## src/sarsr_pkg.sv

```systemverilog
// Purpose: Shared constants for the converter start and serial readout block
// Assumes: System clock of 250 MHz; pins sampled through two flip-flops
// Notes:   Times are in ns; cycle counts are derived from the clock period
package sarsr_pkg;
	localparam int unsigned CLK_PERIOD_NS    = 4;
	localparam int unsigned RESULT_BITS      = 14;
	localparam int unsigned FRAME_BITS       = RESULT_BITS + 1;
	localparam int unsigned CONV_MCLKS       = 24;
	localparam int unsigned MODE1_LOW_MCLKS  = 22;
	localparam int unsigned MODE2_LOW_MCLKS  = 2;
	localparam int unsigned T_HIGH_MIN_NS    = 10;
	localparam int unsigned T_TFS_MSB_NS     = 30;
	localparam int unsigned T_MCLK_MSB_NS    = 15;
	localparam int unsigned T_CS_RELEASE_NS  = 6;
	localparam int unsigned T_TFS_RELEASE_NS = 8;
	// Longest times round down, least times round up, none below one cycle
	localparam int unsigned TFS_MSB_CYC      = (T_TFS_MSB_NS / CLK_PERIOD_NS) > 0 ?
		(T_TFS_MSB_NS / CLK_PERIOD_NS) : 1;
	localparam int unsigned MCLK_MSB_CYC     = (T_MCLK_MSB_NS / CLK_PERIOD_NS) > 0 ?
		(T_MCLK_MSB_NS / CLK_PERIOD_NS) : 1;
	localparam int unsigned CS_RELEASE_CYC   = (T_CS_RELEASE_NS / CLK_PERIOD_NS) > 0 ?
		(T_CS_RELEASE_NS / CLK_PERIOD_NS) : 1;
	localparam int unsigned TFS_RELEASE_CYC  = (T_TFS_RELEASE_NS / CLK_PERIOD_NS) > 0 ?
		(T_TFS_RELEASE_NS / CLK_PERIOD_NS) : 1;
	localparam int unsigned HIGH_MIN_CYC     = (T_HIGH_MIN_NS + CLK_PERIOD_NS - 1) / CLK_PERIOD_NS;
	localparam logic [14:0] RESULT_RST       = 15'h0000;

	typedef enum logic [1:0] {
		SARSR_ST_IDLE  = 2'b00,
		SARSR_ST_WAIT  = 2'b01,
		SARSR_ST_SHIFT = 2'b10
	} sarsr_state_e;
endpackage

```

## src/sarsr_adc_serial_readout.sv

```systemverilog
// Purpose: Conversion start and serial result readout of a 14-bit converter
// Assumes: Master clock and strobes come from outside and are synchronised here
// Notes:   Pin sampling costs two to three system cycles of latency
`timescale 1ns/100ps
`default_nettype none
// Summary of operation
// - Idle-high start: low 22 clocks, then high
// - Idle-low start: short low pulse, up to two clocks
// - Idle-low mode: frame sync fall drives result MSB quickly
// - Idle-high mode: MSB follows a master clock rise
// - Data changes on rise, stable at serial clock fall
// - Idle-high mode: start strobe rising releases the data line
// - Frame sync rising releases the data line
// - First bit of the frame flags out-of-range input
module sarsr_adc_serial_readout #(
	parameter int unsigned CONV_MCLKS = sarsr_pkg::CONV_MCLKS
) (
	input  wire logic        clk_sys,
	input  wire logic        rst_n,
	input  wire logic        master_clock,
	input  wire logic        conversion_start_n,
	input  wire logic        transfer_frame_sync_n,
	input  wire logic [13:0] sample_code,
	input  wire logic        sample_overrange,
	output var  logic        serial_clock_out,
	output var  logic        serial_data_out,
	output var  logic        serial_data_oe,
	output var  logic        conv_busy
);
	localparam int unsigned FB = sarsr_pkg::FRAME_BITS;

	logic       rst_meta_reg;
	logic       rst_sync_reg;
	logic [2:0] pin_q;
	logic       mclk_s;
	logic       cs_s;
	logic       tfs_s;
	logic       mclk_d_reg;
	logic       cs_d_reg;
	logic       tfs_d_reg;
	logic       mclk_rise;
	logic       cs_fall;
	logic       cs_rise;
	logic       tfs_fall;
	logic       tfs_rise;

	// Reset is asserted at once and released through two flops
	always_ff @(posedge clk_sys or negedge rst_n) begin
		if (!rst_n) begin
			rst_meta_reg <= 1'b0;
			rst_sync_reg <= 1'b0;
		end else begin
			rst_meta_reg <= 1'b1;
			rst_sync_reg <= rst_meta_reg;
		end
	end

	// Strobes idle high at reset so no false edge is seen
	sarsr_sync #(.W(3), .RST_V(3'b110)) u_pin_sync (
		.clk_sys (clk_sys),
		.rst_n   (rst_sync_reg),
		.d       ({transfer_frame_sync_n, conversion_start_n, master_clock}),
		.q       (pin_q)
	);
	assign mclk_s = pin_q[0];
	assign cs_s   = pin_q[1];
	assign tfs_s  = pin_q[2];

	always_ff @(posedge clk_sys or negedge rst_sync_reg) begin
		if (!rst_sync_reg) begin
			mclk_d_reg <= 1'b0;
			cs_d_reg   <= 1'b1;
			tfs_d_reg  <= 1'b1;
		end else begin
			mclk_d_reg <= mclk_s;
			cs_d_reg   <= cs_s;
			tfs_d_reg  <= tfs_s;
		end
	end
	assign mclk_rise = mclk_s & ~mclk_d_reg;
	assign cs_fall   = ~cs_s & cs_d_reg;
	assign cs_rise   = cs_s & ~cs_d_reg;
	assign tfs_fall  = ~tfs_s & tfs_d_reg;
	assign tfs_rise  = tfs_s & ~tfs_d_reg;

	// Conversion engine and mode detection
	logic        busy_reg, busy_next;
	logic [4:0]  conv_cnt_reg, conv_cnt_next;
	logic [14:0] hold_reg, hold_next;
	logic [14:0] result_reg, result_next;
	logic [1:0]  low_cnt_reg, low_cnt_next;
	logic        mode1_reg, mode1_next;
	logic        done_pulse;

	always_comb begin
		busy_next     = busy_reg;
		conv_cnt_next = conv_cnt_reg;
		hold_next     = hold_reg;
		result_next   = result_reg;
		low_cnt_next  = low_cnt_reg;
		mode1_next    = mode1_reg;
		done_pulse    = 1'b0;
		if (cs_fall) begin
			// Sample taken on the start fall; a fall mid-conversion restarts it
			hold_next     = {sample_overrange, sample_code};
			busy_next     = 1'b1;
			conv_cnt_next = 5'h00;
			low_cnt_next  = 2'h0;
		end else if (busy_reg && mclk_rise) begin
			if (conv_cnt_reg == 5'(CONV_MCLKS - 1)) begin
				busy_next   = 1'b0;
				result_next = hold_reg;
				done_pulse  = 1'b1;
			end else begin
				conv_cnt_next = conv_cnt_reg + 5'h01;
			end
		end
		// Low beyond the short-pulse limit means the idle-high mode
		if (!cs_s && !cs_fall && mclk_rise && low_cnt_reg != 2'h3) begin
			low_cnt_next = low_cnt_reg + 2'h1;
			if (low_cnt_reg == 2'(sarsr_pkg::MODE2_LOW_MCLKS))
				mode1_next = 1'b1;
		end
		if (cs_rise && low_cnt_reg <= 2'(sarsr_pkg::MODE2_LOW_MCLKS))
			mode1_next = 1'b0;
	end

	always_ff @(posedge clk_sys or negedge rst_sync_reg) begin
		if (!rst_sync_reg) begin
			busy_reg     <= 1'b0;
			conv_cnt_reg <= 5'h00;
			hold_reg     <= sarsr_pkg::RESULT_RST;
			result_reg   <= sarsr_pkg::RESULT_RST;
			low_cnt_reg  <= 2'h0;
			mode1_reg    <= 1'b0;
		end else begin
			busy_reg     <= busy_next;
			conv_cnt_reg <= conv_cnt_next;
			hold_reg     <= hold_next;
			result_reg   <= result_next;
			low_cnt_reg  <= low_cnt_next;
			mode1_reg    <= mode1_next;
		end
	end

	// Serial readout
	sarsr_pkg::sarsr_state_e st_reg, st_next;
	logic [14:0] shift_reg, shift_next;
	logic [3:0]  bit_cnt_reg, bit_cnt_next;
	logic        sdo_reg, sdo_next;
	logic        oe_reg, oe_next;
	logic        sco_reg;
	logic        mode1_start;

	// A start fall in the same cycle must not reuse the count of the previous pulse
	assign mode1_start = !cs_s && !cs_fall && mclk_rise && low_cnt_reg == 2'(sarsr_pkg::MODE2_LOW_MCLKS);

	always_comb begin
		st_next      = st_reg;
		shift_next   = shift_reg;
		bit_cnt_next = bit_cnt_reg;
		sdo_next     = sdo_reg;
		oe_next      = oe_reg;
		unique case (st_reg)
			sarsr_pkg::SARSR_ST_IDLE: begin
				if (mode1_start) begin
					// Previous result goes out while the start strobe stays low
					sdo_next     = result_reg[14];
					shift_next   = {result_reg[13:0], 1'b0};
					oe_next      = 1'b1;
					bit_cnt_next = 4'h1;
					st_next      = sarsr_pkg::SARSR_ST_SHIFT;
				end else if (!mode1_reg && (tfs_fall || (done_pulse && !tfs_s))) begin
					// A tied-low frame sync starts the frame at conversion end
					st_next = sarsr_pkg::SARSR_ST_WAIT;
				end
			end
			sarsr_pkg::SARSR_ST_WAIT: begin
				// MSB is driven at once, within the frame-sync limit
				sdo_next     = (busy_reg ? hold_reg[14] : result_reg[14]);
				shift_next   = busy_reg ? {hold_reg[13:0], 1'b0} : {result_reg[13:0], 1'b0};
				oe_next      = 1'b1;
				bit_cnt_next = 4'h1;
				st_next      = sarsr_pkg::SARSR_ST_SHIFT;
			end
			sarsr_pkg::SARSR_ST_SHIFT: begin
				if (mclk_rise) begin
					// Bits move on the clock rise, so they sit still at the fall
					if (bit_cnt_reg == 4'(FB)) begin
						oe_next = 1'b0;
						st_next = sarsr_pkg::SARSR_ST_IDLE;
					end else begin
						sdo_next     = shift_reg[14];
						shift_next   = {shift_reg[13:0], 1'b0};
						bit_cnt_next = bit_cnt_reg + 4'h1;
					end
				end
			end
			default: st_next = sarsr_pkg::SARSR_ST_IDLE;
		endcase
		// Releases win over any shifting in the same cycle
		if ((cs_rise && mode1_reg) || tfs_rise) begin
			oe_next = 1'b0;
			st_next = sarsr_pkg::SARSR_ST_IDLE;
		end
	end

	always_ff @(posedge clk_sys or negedge rst_sync_reg) begin
		if (!rst_sync_reg) begin
			st_reg      <= sarsr_pkg::SARSR_ST_IDLE;
			shift_reg   <= sarsr_pkg::RESULT_RST;
			bit_cnt_reg <= 4'h0;
			sdo_reg     <= 1'b0;
			oe_reg      <= 1'b0;
			sco_reg     <= 1'b0;
		end else begin
			st_reg      <= st_next;
			shift_reg   <= shift_next;
			bit_cnt_reg <= bit_cnt_next;
			sdo_reg     <= sdo_next;
			oe_reg      <= oe_next;
			sco_reg     <= mclk_s;
		end
	end

	assign serial_clock_out = sco_reg;
	assign serial_data_out  = sdo_reg;
	assign serial_data_oe   = oe_reg;
	assign conv_busy        = busy_reg;
endmodule // sarsr_adc_serial_readout
`default_nettype wire

```

## src/sarsr_sync.sv

```systemverilog
// Purpose: Two flip-flop synchroniser for a group of pin inputs
// Assumes: Each bit is an independent level
// Notes:   First stage is read by the second stage only
`timescale 1ns/100ps
`default_nettype none
module sarsr_sync #(
	parameter int unsigned W      = 1,
	parameter logic [W-1:0] RST_V = '0
) (
	input  wire logic         clk_sys,
	input  wire logic         rst_n,
	input  wire logic [W-1:0] d,
	output var  logic [W-1:0] q
);
	logic [W-1:0] meta_reg;

	always_ff @(posedge clk_sys or negedge rst_n) begin
		if (!rst_n) begin
			meta_reg <= RST_V;
			q        <= RST_V;
		end else begin
			meta_reg <= d;
			q        <= meta_reg;
		end
	end
endmodule // sarsr_sync
`default_nettype wire

```

## config.mk

```make
export PLATFORM = sky130hd
export DESIGN_NAME = sarsr_adc_serial_readout
export DESIGN_NICKNAME = d
export VERILOG_FILES = /design/src/sarsr_pkg.sv /design/src/sarsr_adc_serial_readout.sv /design/src/sarsr_sync.sv
export SDC_FILE = /design/constraint.sdc
export NUM_CORES = 1
export LEC_CHECK = 0
export BUFFER_PORTS_ARGS = -buffer_cell sky130_fd_sc_hd__buf_2
export CAP_MARGIN = 25
export CORE_UTILIZATION = 55
export CTS_BUF_LIST = sky130_fd_sc_hd__clkbuf_16
export DETAILED_ROUTE_END_ITERATION = 6
export PLACE_DENSITY = 0.74
export SETUP_SLACK_MARGIN = 0.3
export SLEW_MARGIN = 25
export SYNTH_ARGS = -nofsm -noshare
export SYNTH_HDL_FRONTEND = slang
export SYNTH_SLANG_ARGS = --single-unit
```

## constraint.sdc

```tcl
create_clock -name clk_sys -period 4.3 [get_ports clk_sys]
set_input_delay 0.43 -clock clk_sys [delete_from_list [all_inputs] [get_ports clk_sys]]
set_output_delay 0.43 -clock clk_sys [all_outputs]
set_load 0.02 [all_outputs]
```

==> impl_metrics.prom <==
# TYPE chip_impl_metric gauge
chip_impl_info{name="grt_setup_unrepaired",value="no"} 1
chip_impl_metric{name="final_layout_size_suffix_gt1_share",unit="%"} 26.82
chip_impl_metric{name="timing_hold_violations_final",unit=""} 0
chip_impl_metric{name="layout_min_cycle_time",unit="ps"} 2596
chip_impl_metric{name="max_slew_margin",unit="%"} 40.30
chip_impl_info{name="cts_tree",value="yes"} 1
chip_impl_metric{name="design_power_total",unit="mW"} 2.118
chip_impl_metric{name="finalSetupTns",unit="ps"} 0
chip_impl_metric{name="synth.cell_area",unit="sq mm"} 0.003377
chip_impl_metric{name="cts-buffers-inserted",unit=""} 9
chip_impl_metric{name="yosysWarnings",unit=""} 0
chip_impl_metric{name="post-place-ws",unit="ps"} 1709
chip_impl_info{name="run_status",value="complete, no violations"} 1
chip_impl_metric{name="synth-seq-cells",unit=""} 72
chip_impl_metric{name="detailedRoute.firstIterationViolations",unit=""} 151
chip_impl_metric{name="crit_path_arrival_time",unit="ps"} 2800
chip_impl_metric{name="stdcell_count",unit=""} 377
chip_impl_metric{name="ctsLongestPathBuffers",unit=""} 2
chip_impl_metric{name="area_growth_syn_to_layout",unit="%"} 11.93
chip_impl_metric{name="setup_slack",unit="ps"} 1704
chip_impl_metric{name="worst-endpoint-required",unit="ps"} 4510
chip_impl_metric{name="finalNetCount",unit=""} 325
chip_impl_metric{name="number_of_input_and_output_port_buffers_inserted",unit=""} 23
chip_impl_metric{name="synthesis.instances",unit=""} 276
chip_impl_metric{name="wire_length_of_the_first_global_routing_pass",unit="mm"} 10.61
chip_impl_metric{name="drtPass1Iterations",unit=""} 6
chip_impl_info{name="synth_top_flop_cell",value="dfrtp_1"} 1
chip_impl_info{name="worst_setup_path_start_kind",value="register"} 1
chip_impl_metric{name="hpwl",unit="mm"} 3.926
chip_impl_metric{name="syn_nets",unit=""} 303
chip_impl_info{name="min-delay-path-class",value="primary input to register"} 1
chip_impl_metric{name="horiz_die_dim",unit="microns"} 80.36
chip_impl_metric{name="global_route.usage.total",unit="%"} 21.98
chip_impl_metric{name="worst_ir_drop_vdd",unit="V"} 0.0003489
chip_impl_metric{name="cts-htree-levels",unit=""} 3
chip_impl_metric{name="timing_worst_slew_pin_value",unit="ps"} 895.5
chip_impl_metric{name="synth-async-reset-ratio",unit="%"} 100.0
chip_impl_metric{name="design.core.area",unit="sq mm"} 0.005921
chip_impl_metric{name="placedCellCount",unit=""} 361
chip_impl_metric{name="n_antenna_cell",unit=""} 0
chip_impl_metric{name="antenna_violations_before_repair",unit=""} 0
chip_impl_metric{name="fin_crit_sh",unit="%"} 60.37
chip_impl_metric{name="postLayoutCoreUtil",unit="%"} 63.84
chip_impl_metric{name="routed_via_density",unit=""} 6.027
chip_impl_metric{name="post-cts-setup-buffer-count",unit=""} 0
chip_impl_metric{name="floorplan.io_pins",unit=""} 24
chip_impl_metric{name="register_area_share_after_synthesis",unit="%"} 53.58
chip_impl_info{name="worstHoldStart",value="transfer_frame_sync_n"} 1
chip_impl_metric{name="post_synth_edffs",unit=""} 0
chip_impl_metric{name="synth_area_per_cell",unit="sq um"} 12.24
chip_impl_info{name="r2r-start",value="st_reg[1]"} 1
chip_impl_metric{name="critical_path.max_fanout",unit=""} 17
chip_impl_metric{name="slew_viol_final",unit=""} 0
chip_impl_metric{name="yosysUniqueCellTypes",unit=""} 54
chip_impl_info{name="setup.worst_path.start",value="st_reg[1]"} 1
chip_impl_metric{name="powerDensity",unit="mW/mm^2"} 560.3
chip_impl_metric{name="clk-insertion-delay-late",unit="ps"} 320
chip_impl_metric{name="floorplan.die.height",unit="microns"} 80.36
chip_impl_info{name="ctsRootBufferMaster",value="clkbuf_16"} 1
chip_impl_metric{name="placedInstanceArea",unit="sq mm"} 0.003515
chip_impl_metric{name="start_util",unit="%"} 57.04
chip_impl_metric{name="fin_skew",unit="ps"} 5.789
chip_impl_metric{name="vias",unit=""} 2272
chip_impl_metric{name="detail-route-antenna-nets",unit=""} 0
chip_impl_metric{name="placementRows",unit=""} 28
chip_impl_metric{name="finalWeightedCongestion",unit=""} 0.7987
chip_impl_metric{name="clock-sinks",unit=""} 72
chip_impl_metric{name="fin_hold_ws",unit="ps"} 203.9
chip_impl_metric{name="final_design_area_no_fill",unit="sq mm"} 0.003780
chip_impl_metric{name="routed_wl",unit="mm"} 6.363
chip_impl_metric{name="wl_per_cell",unit="microns"} 16.88
chip_impl_metric{name="p_leak",unit="nW"} 1.735
chip_impl_metric{name="report.final.setup_viol",unit=""} 0
chip_impl_metric{name="grt_pass1_vias",unit=""} 2273
chip_impl_info{name="nature_of_the_critical_path_endpoint",value="register"} 1
chip_impl_metric{name="drv_cap",unit=""} 0
chip_impl_info{name="critical_path_class",value="register to register"} 1
chip_impl_metric{name="fmax",unit="MHz"} 385.2
chip_impl_metric{name="pin_count_of_the_biggest_net_entering_global_routing",unit=""} 42
chip_impl_metric{name="grt.overflow.total",unit=""} 0
chip_impl_metric{name="drcViolationCount",unit=""} 0
chip_impl_metric{name="path_clk_slew",unit="ps"} 50
chip_impl_metric{name="num-fill-cells",unit=""} 453
chip_impl_metric{name="die_area",unit="sq mm"} 0.006458
[cell type report]
type	count	area, sq um	share of cell area, %
Tap cell	75	93.84	2.483
Timing Repair Buffer	26	140.1	3.707
Clock buffer	9	225.2	5.958
Multi-Input combinational cell	168	1401	37.07
Clock inverter	6	30.03	0.7944
Sequential cell	72	1810	47.90
Inverter	21	78.83	2.085
[where the power goes]
part           total (mW)  leakage, nW  internal, mW  switching (mW)
clock               0.645        0.133         0.379           0.266
sequential          0.866        0.908         0.783          0.0832
combinational       0.607        0.693         0.257           0.350
total                2.12         1.73          1.42           0.699
[path summary, 6_finish.rpt]
check / endpoint / slack (ps) / cells after the start
min reg2reg: conv_cnt_reg[1] / 300 / 0
max reg2reg: bit_cnt_reg[0] / 1700 / 5
max: bit_cnt_reg[0] / 1700 / 5
min: u_pin_sync.meta_reg[2] / 200 / 1
max in group asynchronous: shift_reg[3] / 3020 / 1
min in group asynchronous: conv_cnt_reg[1] / 300 / 0
[cell usage after synthesis, drive strengths merged (5+ instances only)]
master	n	area share (%)
inv	21	2.3
a222oi	13	3.9
nor2	8	0.89
o21ai	12	1.8
dfstp	6	4.7
mux2	32	11
dfrtp	66	49
ha	7	2.6
clkbuf	10	1.1
mux2i	15	4.4
buf	5	1.5
a22o	13	3.4
nand2	10	1.1
[cells in the final DEF, fill, tap and decap left out, types with 7 or more instances in the layout]
cell type	instances
ha_1	7
a222oi_1	13
nand2_1	10
clkbuf_16	9
inv_1	23
mux2_2	32
mux2i_1	15
buf_2	23
o21ai_0	11
a22o_1	13
dfrtp_1	65
nor2_1	8
[worst max-delay path, stage by stage (launching register included)]
cell     delay [ps]
dfrtp_1         390
inv_1           120
ha_1            600
nor3_1          190
or3_1           760
mux2_2          420
[repair_timing]
action / CTS / global route
hold endpoints to repair: 2 / 0
hold buffers: 1 / 0
gates resized for setup: 0 / 0
[metal layers]
metal / GRT usage, % / up-vias / routed length [microns]
li1: - / 1076 / -
met1: 29.50 / 1138 / 3027
met2: 33.98 / 50 / 3001
met3: 6.023 / 8 / 260
met4: 8.214 / 0 / 73
met5: 0 / - / 0
[logic make-up (layout without fill, tap and decap cells)]
family,Yosys count,after routing,share of synthesized area (%)
flops,72,72,53.58
compound gates,66,66,15.08
mux,47,47,15.12
simple gates,46,46,8.337
buf+inv,36,62,4.928
fa+ha+maj,7,7,2.593
other cells,1,1,0.1110
xor+xnor,1,1,0.2594
No activity file was read; power rests on OpenSTA's default activity.
